<file path="src/pkg/spa_pkg.sv">
// Package for the split ALU: status layout, lane codes, opcodes and request carriers.
package spa_pkg;
    localparam int DW          = 32;
    localparam int BYTES       = 4;
    localparam int BW          = 8;
    // Status register layout
    localparam int ALU_SZ_LO   = 0;
    localparam int ALU_SZ_HI   = 2;
    localparam int EXP_SZ_LO   = 3;
    localparam int EXP_SZ_HI   = 5;
    localparam int ROT_BIT     = 6;
    localparam logic [7:0] STATUS_RESET = 8'h00;
    // Lane size codes, used in both size fields
    localparam logic [2:0] LANE_BYTE = 3'h4;
    localparam logic [2:0] LANE_HALF = 3'h5;
    // Lane counts per size
    localparam logic [2:0] NLANE_BYTE = 3'h4;
    localparam logic [2:0] NLANE_HALF = 3'h2;
    localparam logic [2:0] NLANE_WORD = 3'h1;
    localparam logic [DW-1:0] FLAGS_RESET  = 32'h0000_0000;
    localparam logic [DW-1:0] RESULT_RESET = 32'h0000_0000;

    typedef enum logic [1:0] {
        SPA_OP_BOOL    = 2'h0,
        SPA_OP_ADD     = 2'h1,
        SPA_OP_SUB     = 2'h3,
        SPA_OP_SIGNADD = 2'h2
    } spa_op_e;

    typedef struct packed {
        spa_op_e         op;
        logic [DW-1:0]   x;
        logic [DW-1:0]   y;
        logic [DW-1:0]   z;
        logic [DW-1:0]   alt1;
        logic [DW-1:0]   alt2;
        logic [7:0]      boolFn;
        logic            useMask;
        logic            invMask;
        logic            saveCarries;
        logic            rotateFlags;
    } spa_req_s;

    typedef struct packed {
        logic [DW-1:0]   src1;
        logic [DW-1:0]   src2;
    } spa_store_s;
endpackage : spa_pkg

</file>
<file path="src/spa_split_alu.sv">
// Split three-input ALU with lane carry flags, flag expansion and sign-conditional selection.
// Overview of operation
// - Signed add picks alt1 if last negative
// - Parallel store picks src1 if last negative
// - Carry saving writes lane carries into flags
// - Subtract carry means first lane not below
// - Status 0x24 selects byte ALU and expansion
// - Flag expands to lane ones, inverted complement
// - Mask as third input merges X/Y lanes
// - Any Boolean of operands in one cycle
// - Add carry flags lane unsigned overflow
// - Byte lanes: four independent carry chains
// - Byte, halfword, word sizes for both
// - Expansion size in status bits 5..3
// - Flag write beats flag rotation
// - Status 0x4 selects byte ALU only
module spa_split_alu (
    input  wire logic                       clk,
    input  wire logic                       rst,
    input  wire logic                       reqValid,
    input  wire spa_pkg::spa_req_s          req,
    input  wire logic                       storeReq,
    input  wire spa_pkg::spa_store_s        storeSrc,
    input  wire logic                       statusWe,
    input  wire logic [7:0]                 statusData,
    input  wire logic                       flagWe,
    input  wire logic [spa_pkg::DW-1:0]     flagData,
    output      logic [spa_pkg::DW-1:0]     result,
    output      logic                       resultValid,
    output      logic                       resultNegative,
    output      logic [spa_pkg::DW-1:0]     storeData,
    output      logic                       storeValid,
    output      logic [spa_pkg::DW-1:0]     laneFlags,
    output      logic [7:0]                 coreStatus
);
    localparam int DW = spa_pkg::DW;
    localparam int BW = spa_pkg::BW;

    logic [2:0]    aluSize;
    logic [2:0]    expSize;
    logic          rotEnable;
    logic [2:0]    aluLanes;
    logic [2:0]    expLanes;
    logic          negPrev;
    logic          isSub;
    logic          isArith;
    logic [DW-1:0] opB;
    logic [DW-1:0] addB;
    logic [DW-1:0] sum;
    logic [spa_pkg::BYTES-1:0] byteCarry;
    logic [spa_pkg::BYTES-1:0] laneStart;
    logic [3:0]    laneCarries;
    logic [DW-1:0] rotFlags;
    logic [DW-1:0] mask;
    logic [DW-1:0] maskZ;
    logic [DW-1:0] boolOut;

    logic [DW-1:0] next_result;
    logic          next_resultValid;
    logic          next_resultNegative;
    logic [DW-1:0] next_storeData;
    logic          next_storeValid;
    logic [DW-1:0] next_laneFlags;
    logic [7:0]    next_coreStatus;

    assign aluSize   = coreStatus[spa_pkg::ALU_SZ_HI:spa_pkg::ALU_SZ_LO];
    assign expSize   = coreStatus[spa_pkg::EXP_SZ_HI:spa_pkg::EXP_SZ_LO];
    assign rotEnable = coreStatus[spa_pkg::ROT_BIT];
    assign negPrev   = resultNegative;

    // Lane counts per size field; anything else acts as one word lane
    always_comb begin
        case (aluSize)
            spa_pkg::LANE_BYTE: aluLanes = spa_pkg::NLANE_BYTE;
            spa_pkg::LANE_HALF: aluLanes = spa_pkg::NLANE_HALF;
            default:            aluLanes = spa_pkg::NLANE_WORD;
        endcase
        case (expSize)
            spa_pkg::LANE_BYTE: expLanes = spa_pkg::NLANE_BYTE;
            spa_pkg::LANE_HALF: expLanes = spa_pkg::NLANE_HALF;
            default:            expLanes = spa_pkg::NLANE_WORD;
        endcase
    end

    assign isSub   = (req.op == spa_pkg::SPA_OP_SUB);
    assign isArith = (req.op != spa_pkg::SPA_OP_BOOL);
    assign opB     = (req.op == spa_pkg::SPA_OP_SIGNADD) ? (negPrev ? req.alt1 : req.alt2) : req.y;
    assign addB    = isSub ? ~opB : opB;

    // A lane boundary starts a fresh carry chain
    always_comb begin
        laneStart    = '0;
        laneStart[0] = 1'b1;
        laneStart[2] = (aluLanes != spa_pkg::NLANE_WORD);
        laneStart[1] = (aluLanes == spa_pkg::NLANE_BYTE);
        laneStart[3] = (aluLanes == spa_pkg::NLANE_BYTE);
    end

    genvar gb;
    generate
        for (gb = 0; gb < spa_pkg::BYTES; gb++) begin : g_byte
            logic       cin;
            logic [BW:0] part;
            if (gb == 0) begin : g_first
                assign cin = isSub;
            end else begin : g_rest
                assign cin = laneStart[gb] ? isSub : byteCarry[gb-1];
            end
            assign part = {1'b0, req.x[gb*BW +: BW]} + {1'b0, addB[gb*BW +: BW]} + {{BW{1'b0}}, cin};
            assign sum[gb*BW +: BW] = part[BW-1:0];
            assign byteCarry[gb]    = part[BW];
        end
    endgenerate

    // Carry of the top byte of each lane, packed from lane 0 upward
    always_comb begin
        case (aluLanes)
            spa_pkg::NLANE_BYTE: laneCarries = byteCarry;
            spa_pkg::NLANE_HALF: laneCarries = {2'b00, byteCarry[3], byteCarry[1]};
            default:             laneCarries = {3'b000, byteCarry[3]};
        endcase
    end

    // Flags rotate left by the lane count, taking expander input from the top
    always_comb begin
        case (expLanes)
            spa_pkg::NLANE_BYTE: rotFlags = {laneFlags[DW-5:0], laneFlags[DW-1:DW-4]};
            spa_pkg::NLANE_HALF: rotFlags = {laneFlags[DW-3:0], laneFlags[DW-1:DW-2]};
            default:             rotFlags = {laneFlags[DW-2:0], laneFlags[DW-1]};
        endcase
    end

    generate
        for (gb = 0; gb < spa_pkg::BYTES; gb++) begin : g_mask
            logic fb;
            always_comb begin
                case (expLanes)
                    spa_pkg::NLANE_BYTE: fb = rotEnable ? laneFlags[DW-4+gb] : laneFlags[gb];
                    spa_pkg::NLANE_HALF: fb = rotEnable ? laneFlags[DW-2+gb/2] : laneFlags[gb/2];
                    default:             fb = rotEnable ? laneFlags[DW-1] : laneFlags[0];
                endcase
            end
            assign mask[gb*BW +: BW] = {BW{fb}};
        end
    endgenerate

    assign maskZ = req.useMask ? (req.invMask ? ~mask : mask) : req.z;

    generate
        for (gb = 0; gb < DW; gb++) begin : g_bool
            assign boolOut[gb] = req.boolFn[{req.x[gb], req.y[gb], maskZ[gb]}];
        end
    endgenerate

    // Result group: value and sign hold between instructions for the next sign choice
    always_comb begin
        next_result         = result;
        next_resultNegative = resultNegative;
        next_resultValid    = reqValid;
        if (reqValid) begin
            next_result         = isArith ? sum : boolOut;
            next_resultNegative = next_result[DW-1];
        end
    end

    always_ff @(posedge clk or posedge rst) begin
        if (rst) begin
            result         <= spa_pkg::RESULT_RESET;
            resultValid    <= 1'b0;
            resultNegative <= 1'b0;
        end else begin
            result         <= next_result;
            resultValid    <= next_resultValid;
            resultNegative <= next_resultNegative;
        end
    end

    // Store group: the source choice uses the sign from before this edge
    always_comb begin
        next_storeValid = storeReq;
        next_storeData  = storeReq ? (negPrev ? storeSrc.src1 : storeSrc.src2) : storeData;
    end

    always_ff @(posedge clk or posedge rst) begin
        if (rst) begin
            storeData  <= spa_pkg::RESULT_RESET;
            storeValid <= 1'b0;
        end else begin
            storeData  <= next_storeData;
            storeValid <= next_storeValid;
        end
    end

    // Status group: a load takes effect for the instruction after it
    always_comb begin
        next_coreStatus = statusWe ? statusData : coreStatus;
    end

    always_ff @(posedge clk or posedge rst) begin
        if (rst) begin
            coreStatus <= spa_pkg::STATUS_RESET;
        end else begin
            coreStatus <= next_coreStatus;
        end
    end

    // Flag group: rotation first, carry save over the low flags, a write over both
    always_comb begin
        next_laneFlags = laneFlags;
        if (reqValid && req.rotateFlags && rotEnable && req.useMask) begin
            next_laneFlags = rotFlags;
        end
        if (reqValid && isArith && req.saveCarries) begin
            case (aluLanes)
                spa_pkg::NLANE_BYTE: next_laneFlags[3:0] = laneCarries;
                spa_pkg::NLANE_HALF: next_laneFlags[1:0] = laneCarries[1:0];
                default:             next_laneFlags[0]   = laneCarries[0];
            endcase
        end
        if (flagWe) begin
            next_laneFlags = flagData;
        end
    end

    always_ff @(posedge clk or posedge rst) begin
        if (rst) begin
            laneFlags <= spa_pkg::FLAGS_RESET;
        end else begin
            laneFlags <= next_laneFlags;
        end
    end
endmodule : spa_split_alu

</file>
<file path="config.mk">
export PLATFORM = sky130hd
export DESIGN_NAME = spa_split_alu
export DESIGN_NICKNAME = d
export VERILOG_FILES = /design/src/pkg/spa_pkg.sv /design/src/spa_split_alu.sv
export SDC_FILE = /design/constraint.sdc
export NUM_CORES = 1
export LEC_CHECK = 0
export ABC_CLOCK_PERIOD_IN_PS = 9250
export BUFFER_PORTS_ARGS = -buffer_cell sky130_fd_sc_hd__buf_4
export CAP_MARGIN = 20
export CORE_MARGIN = 1
export CORE_UTILIZATION = 40
export DETAILED_ROUTE_END_ITERATION = 6
export PLACE_DENSITY_LB_ADDON = 0.15
export RECOVER_POWER = 25
export SYNTH_ARGS = -nofsm -noshare
export SYNTH_HDL_FRONTEND = slang
export SYNTH_SLANG_ARGS = --single-unit
</file>
<file path="constraint.sdc">
create_clock -name clk -period 9.25 [get_ports clk]
set_input_delay 1.3875 -clock clk [delete_from_list [all_inputs] [get_ports clk]]
set_output_delay 1.3875 -clock clk [all_outputs]
set_load 0.01 [all_outputs]
</file>
==> metrics.md, run 1 <==
| Metric | Value |
|---|---|
| Clock slew at reported path FFs | `approximately 0.080 ns` |
| Violated checks | `max-capacitance violations, max-slew violations` |
| DRC violations left | `0` |
| Number of levels in the clock H-tree | `3` |
| Data required time of the critical path | `9.52 ns` |
| Vias after detailed routing | `11,500` |
| Part of the power in combinational logic | `49.5%` |
| Avg Inst Size Synth | `around 9 um^2` |
| CTS buffer count | `9` |
| Worst min-delay path category | `reg -> reg` |
| Worst Setup Slack post-DPL | `-0.0455 ns` |
| Vias per inst | `between 6 and 7` |
| Detailed placer's ending HPWL | `a little under 30 mm` |
| Share of Yosys cell area claimed by the top area cell type | `about a quarter` |
| Cell count after synthesis | `1,233` |
| Top cell types by occurrence after synthesis | `sky130_fd_sc_hd__a21oi_1, sky130_fd_sc_hd__mux2i_1, sky130_fd_sc_hd__nor2_1` |
| Post-synthesis cell type count | `slightly above 70` |
| Worst Hold Margin | `0.528 ns` |
| Reported leakage power | `6.49 nW` |
| Clock network latency to the later pin of the worst-skew pair | `~0.37 ns` |
| Worst reg2reg setup slack | `1.08 ns` |
| Number of synthesized register bits | `106` |
| Net switching power | `just over 0.8 mW` |
| Global placer's final weighted congestion | `between 0.8 and 0.9` |
| Type of element launching the critical path | `input port` |
| Vias in the first global route | `around 11,000` |
| Internal power | `1.26 mW` |
| Peak supply drop | `just under 0.00008 V` |
| Number of primary I/O pins | `391` |
| CP Capture Type | `flop` |
| CTS tree | `yes` |
| Vertical die dimension | `roughly 170 um` |
| Final Max Slew Viols | `~110` |
| Critical path's largest stage delay | `between 0.4 and 0.5 ns` |
| Power Dens Cells | `around 140 mW/mm^2` |
| Total setup violations reported at the end of the flow | `0` |
| Clock root buffer master | `sky130_fd_sc_hd__clkbuf_16` |
| Flip-flop cell with the highest count after synthesis | `sky130_fd_sc_hd__dfrtp_1` |
| Clock Skew | `about 0.016 ns` |
| Total grt overflow | `0` |
| Final layout net count | `1,877` |
| Number of iterations in the first detailed-routing pass | `5` |
| WL per Instance | `~22 um` |
| Die width | `about 170 um` |
| Part of the power in the clock network | `between 10% and 20%` |
| Std-Cell Core Area | `0.0268 mm^2` |
| Post-synthesis net count | `around 1,600` |
| Number of hold buffers added after CTS | `0` |
| Total wire length | `41.3 mm` |
| Crit Path Class | `in -> reg` |
| Input/output buffers | `390` |
| DRT antenna net count | `0` |
| Pin count of the biggest net entering global routing | `67` |
| Outcome | `finished, violations left` |
| Upper clock frequency limit | `117 MHz` |
| Proportion of total power due to net switching | `roughly 40%` |
| Tightest Pin Transition | `roughly 2.5 ns` |
| Synth area leader | `sky130_fd_sc_hd__dfrtp_1` |
| Yosys warning count | `0` |
| Final Cycle Share | `between 90 and 100%` |
| Final total power | `between 2 and 2.5 mW` |
| Number of antenna violations at the first check in global routing | `4` |
| Hold Violations, Final | `0` |
| Initial Util | `between 40% and 50%` |
| Die Outline Area | `between 0.02 and 0.03 mm^2` |
| Global-route wire length before repair | `roughly 64 mm` |
| Async set-or-reset flop fraction in the synthesized netlist | `100%` |
| Fraction of final layout cells sized beyond drive strength 1 | `between 30% and 40%` |
| Setup slack of the critical path after layout | `roughly 0.73 ns` |
| Number of clock sinks seen by CTS | `between 100 and 150` |
| Tmin final | `~8.5 ns` |
| Worst Min Path Start | `coreStatus[7]$_DFFE_PP0P_` |
| Rel. slew slack | `-66.3%` |
| Number of maximum-capacitance constraint violations | `3` |
| Critical register-to-register path startpoint | `result[31]$_DFFE_PP0P_` |
| Slowest CP cell | `sky130_fd_sc_hd__fa_1` |
| EDFF count, synth | `0` |
| FP Rows | `60` |
| Seq pwr share | `30.6%` |
| Crit. Startpoint | `req[173]` |
| Highest fanout seen on the critical path | `22` |
| Most frequent cell after synthesis | `sky130_fd_sc_hd__a21oi_1` |
| Most area-consuming cells after synthesis | `sky130_fd_sc_hd__dfrtp_1, sky130_fd_sc_hd__mux2i_1, sky130_fd_sc_hd__mux2_2, sky130_fd_sc_hd__a21oi_1, sky130_fd_sc_hd__ha_1` |
| Area of the mapped netlist | `0.0109 mm^2` |
| Setup repair after global routing missed its margin | `false` |
| Critical Path AT | `~8.8 ns` |
| Area added between synthesis and finish | `31.7%` |
| Starting DRT DRC Count | `859` |
| Max Root-Sink Buffers | `2` |
| Sequential cell area fraction in the yosys report | `24.4%` |
| Global router's overall resource usage | `between 20% and 30%` |
| Setup Total Neg Slack | `0 ns` |
==> cells by family (layout without fill, tap and decap cells) <==
kind of cell | Yosys count | in the layout | share of synthesized area, %
compound gates | 435 | 435 | 31.1
simple gates | 298 | 298 | 12.8
mux | 194 | 194 | 20.1
buf+inv | 149 | 474 | 5.56
flops | 106 | 106 | 24.4
fa+ha+maj | 40 | 40 | 5.08
xor+xnor | 11 | 11 | 0.886
other cells | 0 | 5 | 0
==> flip-flops by register name (all words and copies together), names as in the netlist <==
signal       count
coreStatus       8
result          32
storeData       32
resultValid      1
laneFlags       32
storeValid       1
==> cell usage in the layout, fill, tap and decap left out, drive strengths merged, types with 14 or more instances in the layout <==
master     n
buf      411
a21oi    120
mux2i    111
nor2     109
dfrtp    106
o21ai     82
nand2     77
mux2      71
inv       44
nor2b     39
a2111oi   35
ha        33
a221o     32
a211oi    28
nor3      22
a31oi     15
nand3     14
clkbuf    14
==> worst max-delay path: cells and delay by family <==
kind	cells	cell delay [ns]
and+or+nand+nor	6	0.92
muxes	1	0.38
adders and majority gates	7	2.85
AOI/OAI and AO/OA	18	2.58
buffers and inverters	4	0.64
==> power groups by stage <==
stage	sequential, mW	clock, mW	combinational, mW
floorplan	0.640	0	0.608
global placement	0.642	0	1.00
detailed placement	0.642	0	1.02
CTS	0.634	0.421	1.02
global route	0.647	0.436	1.11
finish	0.635	0.413	1.03
==> stage by stage <==
step                instance area [um^2]  util (%)  std cells
floorplan                          10900         -       1233
global placement                   14000      52.2       1882
detailed placement                 14000      52.2       1882
CTS                                14300      53.3       1898
global route                       14300      53.4       1901
finish                             14300      53.5       1904
==> final cells by class <==
cell class / count / area [um^2]
Antenna cell: 5 / 12.5
Clock buffer: 10 / 239
Clock inverter: 6 / 56.3
Fill cell: 2551 / 12500
Inverter: 43 / 163
Multi-Input combinational cell: 978 / 7650
Sequential cell: 106 / 2660
Tap cell: 341 / 427
Timing Repair Buffer: 415 / 3120
==> worst paths after layout <==
path                                                   to  cells after the start
min in group asynchronous       coreStatus[7]$_DFFE_PP0P_                      2
worst min-delay path            coreStatus[7]$_DFFE_PP0P_                      1
worst max register to register     result[30]$_DFFE_PP0P_                     37
worst max-delay path               result[30]$_DFFE_PP0P_                     36
worst min register to register  coreStatus[7]$_DFFE_PP0P_                      1
max in group asynchronous          result[31]$_DFFE_PP0P_                      3
==> routing by layer <==
layer,share of wire (%),GRT usage (%),wire length (um),up-vias
li1,-,-,-,5325
met1,39,35.3,16200,5465
met2,48,48.7,19700,577
met3,9.5,7.60,3910,92
met4,3.6,12.5,1490,0
met5,0,0,0,-
==> repair_timing <==
item,4_1_cts,5_1_grt
endpoints found under the setup margin,0,5
setup buffers,0,0
gates resized for setup,0,8
Note: power is estimated with default switching activity, not from simulation.
==> run 2, diff against run 1 <==
==> constraint.sdc (replaced) <==
create_clock -name clk -period 9.25 [get_ports clk]
set_input_delay 0 -clock clk [delete_from_list [all_inputs] [get_ports clk]]
set_output_delay 0 -clock clk [all_outputs]
set_load 0.01 [all_outputs]
==> metrics.md, run 2 (same netlist as run 1, synthesis figures left out) <==
| Metric | Value |
|---|---|
| Global router's overall resource usage | `between 20% and 30%` |
| Power Dens Cells | `140 mW/mm^2` |
| Post_cts resized | `0` |
| Rel. slew slack | `-71.1%` |
| Cell area after placement | `0.0139 mm^2` |
| DRT antenna net count | `0` |
| Crit Path Class | `reg -> reg` |
| Area added between synthesis and finish | `41.3%` |
| Number of iterations in the first detailed-routing pass | `6` |
| Total grt overflow | `0` |
| WL per Instance | `21.2 um` |
| Critical path's largest stage delay | `around 0.57 ns` |
| Max Root-Sink Buffers | `2` |
| Std-Cell Core Area | `~0.027 mm^2` |
| Tightest Pin Transition | `about 2.6 ns` |
| CTS buffer count | `9` |
| Final layout net count | `between 1,500 and 2,000` |
| Reported leakage power | `around 7 nW` |
| Clock slew at reported path FFs | `roughly 0.09 ns` |
| Type of element launching the critical path | `flop` |
| Slowest CP cell | `sky130_fd_sc_hd__dfrtp_4` |
| Final non-filler cell area | `between 0.015 and 0.02 mm^2` |
| Setup repair after global routing missed its margin | `false` |
| Vertical die dimension | `roughly 170 um` |
| Number of levels in the clock H-tree | `3` |
| Hold Violations, Final | `0` |
| Critical Path AT | `8.81 ns` |
| Clock root buffer master | `sky130_fd_sc_hd__clkbuf_16` |
| Tmin final | `around 8.5 ns` |
| Final Max Slew Viols | `about 140` |
| Number of primary I/O pins | `391` |
| CTS tree | `yes` |
| Largest registers | `laneFlags x32, result x32, storeData x32` |
| Global-route wire length before repair | `between 60 and 70 mm` |
| Data required time of the critical path | `approximately 9.5 ns` |
| Peak supply drop | `about 0.000078 V` |
| Die width | `roughly 170 um` |
| Core utilization of the finished layout | `57.3%` |
| Worst Setup Slack post-DPL | `0.658 ns` |
| Number of clock sinks seen by CTS | `~110` |
| Upper clock frequency limit | `roughly 120 MHz` |
| CP Capture Type | `flop` |
| Final Cycle Share | `92.2%` |
| Detailed placer's ending HPWL | `roughly 28 mm` |
| Initial Util | `between 40% and 50%` |
| Setup Total Neg Slack | `0 ns` |
| Vias in the first global route | `approximately 12,000` |
| FP Rows | `60` |
| Number of maximum-capacitance constraint violations | `3` |
| Worst Hold Margin | `around 0.0095 ns` |
| Critical register-to-register path startpoint | `result[31]$_DFFE_PP0P_` |
| Global placer's final weighted congestion | `roughly 0.87` |
| Clock network latency to the later pin of the worst-skew pair | `about 0.37 ns` |
| DRC violations left | `0` |
| Highest fanout seen on the critical path | `16` |
| Total setup violations reported at the end of the flow | `0` |
| Crit. Startpoint | `result[31]$_DFFE_PP0P_` |
| Clock Skew | `between 0.015 and 0.02 ns` |
| Pin count of the biggest net entering global routing | `67` |
| FILL cells | `~2,400` |
| Total wire length | `around 43 mm` |
| Die Outline Area | `0.0279 mm^2` |
| Worst min-delay path category | `in -> reg` |
| Outcome | `finished, violations left` |
| Worst Min Path Start | `req[153]` |
| Number of antenna violations at the first check in global routing | `2` |
| Most frequent standard cell in the layout excluding fill and tap cells | `sky130_fd_sc_hd__buf_4` |
| Setup slack of the critical path after layout | `0.722 ns` |
| Vias per inst | `between 5 and 6` |
| Vias after detailed routing | `around 12,000` |
| Fraction of final layout cells sized beyond drive strength 1 | `32.1%` |
| Starting DRT DRC Count | `around 1,100` |
| Violated checks | `max-capacitance violations, max-slew violations` |
| Top library cells by usage in the layout, fill and taps aside | `sky130_fd_sc_hd__buf_4, sky130_fd_sc_hd__dlygate4sd3_1, sky130_fd_sc_hd__a21oi_1, sky130_fd_sc_hd__mux2i_1, sky130_fd_sc_hd__nor2_1` |
| Input/output buffers | `between 300 and 400` |
## run 2: timing repair
| item | CTS | global route |
|---|---|---|
| buffers inserted | 0 | 1 |
| endpoints found under the hold margin | 128 | 0 |
| endpoints found under the setup margin | 0 | 3 |
| hold buffers | 122 | 0 |
## run 2: routing by layer
layer | routed length [um] | share of wire, % | global-route usage, %
met3 | 3390 | 7.9 | 6.73
met1 | 17300 | 41 | 36.5
met2 | 20900 | 49 | 51.8
met5 | 0 | 0 | 0
met4 | 1110 | 2.6 | 9.82
## run 2: worst max-delay path: cells and delay by family, from the launching register on
kind / cells / cell delay [ns]
compound gates: 23 / 3.83
mux: 1 / 0.29
simple gates: 6 / 0.73
fa+ha+maj: 7 / 3.03
flops: 1 / 0.57
## run 2: cell type report
type | instances | area (um^2) | area share (%)
multi-input cells | 978 | 7640 | 49.7
repair buffers | 528 | 4160 | 27.1
flip-flops and latches | 106 | 2660 | 17.3
well taps | 341 | 427 | 2.78
clock buffers | 9 | 225 | 1.47
inverters | 43 | 163 | 1.06
clock inverters | 7 | 92.6 | 0.602
diodes | 2 | 5.00 | 0.0326
## run 2: metrics by stage
| stage | cells | power (mW) |
|---|---|---|
| 2_1_floorplan | 1233 | 1.25 |
| 3_3_place_gp | 1871 | 1.64 |
| 3_5_place_dp | 1871 | 1.65 |
| 4_1_cts | 2009 | 2.16 |
| 5_1_grt | 2012 | 2.28 |
| 6_report | 2014 | 2.16 |
## run 2: final timing paths
check                      cells after the start  slack (ns)                        end
max                                           37        0.72     laneFlags[3]$_DFF_PP0_
min                                            3       0.009     result[13]$_DFFE_PP0P_
max reg2reg                                   37        0.72     laneFlags[3]$_DFF_PP0_
min reg2reg                                    1        0.52      result[8]$_DFFE_PP0P_
max in group asynchronous                      4        6.65      result[4]$_DFFE_PP0P_
min in group asynchronous                      3        0.83  storeData[16]$_DFFE_PP0P_
## run 2: power by group
group          switching, mW  leakage, nW  internal, mW
combinational          0.540         5.46         0.549
sequential            0.0822         1.24         0.543
clock                  0.222        0.155         0.219
==> run 3, diff against run 2 <==
--- a/config.mk
+++ b/config.mk
@@ -8,8 +8,8 @@
 export ABC_CLOCK_PERIOD_IN_PS = 9250
 export BUFFER_PORTS_ARGS = -buffer_cell sky130_fd_sc_hd__buf_4
 export CAP_MARGIN = 20
-export CORE_MARGIN = 1
 export CORE_UTILIZATION = 40
+export CTS_BUF_LIST = sky130_fd_sc_hd__clkbuf_4
 export DETAILED_ROUTE_END_ITERATION = 6
 export PLACE_DENSITY_LB_ADDON = 0.15
 export RECOVER_POWER = 25
==> metrics.md, run 3 (same netlist as run 1, synthesis figures left out) <==
| Metric | Value |
|---|---|
| Tightest Pin Transition | `between 2 and 3 ns` |
| Number of levels in the clock H-tree | `3` |
| Max Root-Sink Buffers | `2` |
| Most frequent standard cell in the layout excluding fill and tap cells | `sky130_fd_sc_hd__buf_4` |
| Crit path buffers/inverters | `3` |
| Setup Total Neg Slack | `0 ns` |
| Type of element launching the critical path | `flop` |
| Final Max Slew Viols | `137` |
| Hold Violations, Final | `0` |
| Critical Path AT | `9.04 ns` |
| Critical path's largest stage delay | `0.58 ns` |
| Worst path top cell family by delay | `compound AO/OA/AOI/OAI gates` |
| Reg-to-reg endpoint | `laneFlags[0]$_DFFE_PP0P_` |
| Total setup violations reported at the end of the flow | `0` |
| Number of maximum-capacitance constraint violations | `3` |
| Final non-filler cell area | `around 0.017 mm^2` |
| Total wire length | `44.7 mm` |
| Power Dens Cells | `129 mW/mm^2` |
| Crit. Startpoint | `result[31]$_DFFE_PP0P_` |
| Number of clock sinks seen by CTS | `~110` |
| Placed cell count | `1,871` |
| Number of iterations in the first detailed-routing pass | `7` |
| Clock slew at reported path FFs | `0.21 ns` |
| FP Rows | `60` |
| Met3 WL | `between 3 and 4 mm` |
| DRC violations left | `0` |
| WL per Instance | `about 21 um` |
| Worst Hold Margin | `between 0.04 and 0.05 ns` |
| Tmin final | `about 8.6 ns` |
| Outcome | `finished, violations left` |
| Slowest CP cell | `sky130_fd_sc_hd__dfrtp_4` |
| Critical register-to-register path startpoint | `result[31]$_DFFE_PP0P_` |
| Vias in the first global route | `12,400` |
| CTS tree | `yes` |
| Area added between synthesis and finish | `51.9%` |
| Input/output buffers | `390` |
| CP Capture Type | `flop` |
| Upper clock frequency limit | `116 MHz` |
| Number of primary I/O pins | `around 390` |
| End of the critical path | `laneFlags[0]$_DFFE_PP0P_` |
| Fraction of final layout cells sized beyond drive strength 1 | `just over 30%` |
| Top library cells by usage in the layout, fill and taps aside | `sky130_fd_sc_hd__buf_4, sky130_fd_sc_hd__dlygate4sd3_1, sky130_fd_sc_hd__a21oi_1, sky130_fd_sc_hd__mux2i_1, sky130_fd_sc_hd__nor2_1` |
| Clock network latency to the later pin of the worst-skew pair | `0.50 ns` |
| Rel. slew slack | `-73.7%` |
| Final layout net count | `between 2,000 and 2,500` |
| Global placer's final weighted congestion | `around 0.87` |
| Violated checks | `max-capacitance violations, max-slew violations` |
| Number of antenna violations at the first check in global routing | `3` |
| CTS buffer count | `9` |
| Setup slack of the critical path after layout | `between 0.6 and 0.7 ns` |
| M1 wire length | `between 15 and 20 mm` |
| Die width | `167 um` |
| Starting DRT DRC Count | `between 1,000 and 1,500` |
| Cell area after placement | `around 0.014 mm^2` |
| Core utilization of the finished layout | `between 60 and 70%` |
| Cell type with the highest occurrence count on the critical path | `sky130_fd_sc_hd__fa_1` |
| Clock Skew | `approximately 0.041 ns` |
| Peak supply drop | `about 0.000085 V` |
| Data required time of the critical path | `between 9 and 10 ns` |
| Final total power | `between 2 and 2.5 mW` |
| Met2 wire length | `between 20 and 25 mm` |
| Global router's overall resource usage | `31.5%` |
| Largest registers | `laneFlags x32, result x32, storeData x32` |
| Vias after detailed routing | `between 10,000 and 15,000` |
| Critical Path Stages | `37` |
| Vertical die dimension | `roughly 170 um` |
| Count of non-filler cells in the finished layout | `approximately 2,100` |
| Clock root buffer master | `sky130_fd_sc_hd__clkbuf_4` |
| DRT antenna net count | `0` |
| Setup repair after global routing missed its margin | `false` |
| Std-Cell Core Area | `0.0268 mm^2` |
| Detailed placer's ending HPWL | `~28 mm` |
| Highest routed layer | `met4` |
| Final Cycle Share | `93.0%` |
| FILL cells | `about 2,300` |
| Crit Path Class | `reg -> reg` |
| Global-route wire length before repair | `a little under 70 mm` |
| Highest fanout seen on the critical path | `6` |
| Worst Setup Slack post-DPL | `about 0.66 ns` |
| Worst reg2reg setup slack | `between 0.6 and 0.7 ns` |
| Total grt overflow | `0` |
| Worst r2r path cells | `37` |
| Worst min-delay path category | `in -> reg` |
| Initial Util | `40.6%` |
| Vias per inst | `5.88` |
| Pin count of the biggest net entering global routing | `67` |
| Die Outline Area | `0.0279 mm^2` |
| Reported leakage power | `7.32 nW` |
## run 3: cell count changes in the layout (fill, tap and decap cells not counted), sizes merged
| cell | change |
|---|---|
| buf | +6 |
| diode | +1 |
| dlygate4sd3 | +126 |
## run 3: worst min-delay path by stage
| stage | start | endpoint | slack [ns] | cells past startpoint |
|---|---|---|---|---|
| after global routing | req[79] | result[3]$_DFFE_PP0P_ | 0.03 | 5 |
| final | flagWe | laneFlags[16]$_DFFE_PP0P_ | 0.04 | 2 |
| after global placement | rst | storeData[21]$_DFFE_PP0P_ | 0.15 | 2 |
| after floorplan | reqValid | resultValid$_DFF_PP0_ | 0.03 | 0 |
| after CTS | req[79] | result[3]$_DFFE_PP0P_ | 0.0005 | 5 |
| after detailed placement | rst | storeData[25]$_DFFE_PP0P_ | 0.15 | 2 |
## run 3: power by group
part	internal [mW]	switching (mW)	total, mW	leakage, nW
Combinational	0.639	0.574	1.21	5.99
Sequential	0.543	0.0795	0.622	1.24
Clock	0.0898	0.201	0.290	0.0858
## run 3: what timing repair did
action	in CTS	in global routing
hold endpoints to repair	153	0
resized for setup	0	5
hold buffers	248	0
buffers inserted	0	7
endpoints found under the setup margin	0	6
## run 3: layout make-up
| class | count | area, um^2 | share of cell area, % |
|---|---|---|---|
| Sequential cell | 106 | 2660 | 16.1 |
| Timing Repair Buffer | 660 | 5470 | 33.1 |
| Antenna cell | 3 | 7.51 | 0.0454 |
| Tap cell | 341 | 427 | 2.58 |
| Multi-Input combinational cell | 978 | 7640 | 46.2 |
| Inverter | 43 | 163 | 0.984 |
| Clock inverter | 7 | 92.6 | 0.560 |
| Clock buffer | 9 | 67.6 | 0.409 |
## run 3: layer usage
metal	vias up	global-route usage (%)
met2	615	54.7
met1	6088	38.3
met3	97	6.65
met4	0	11.0
li1	5814	-
met5	-	0
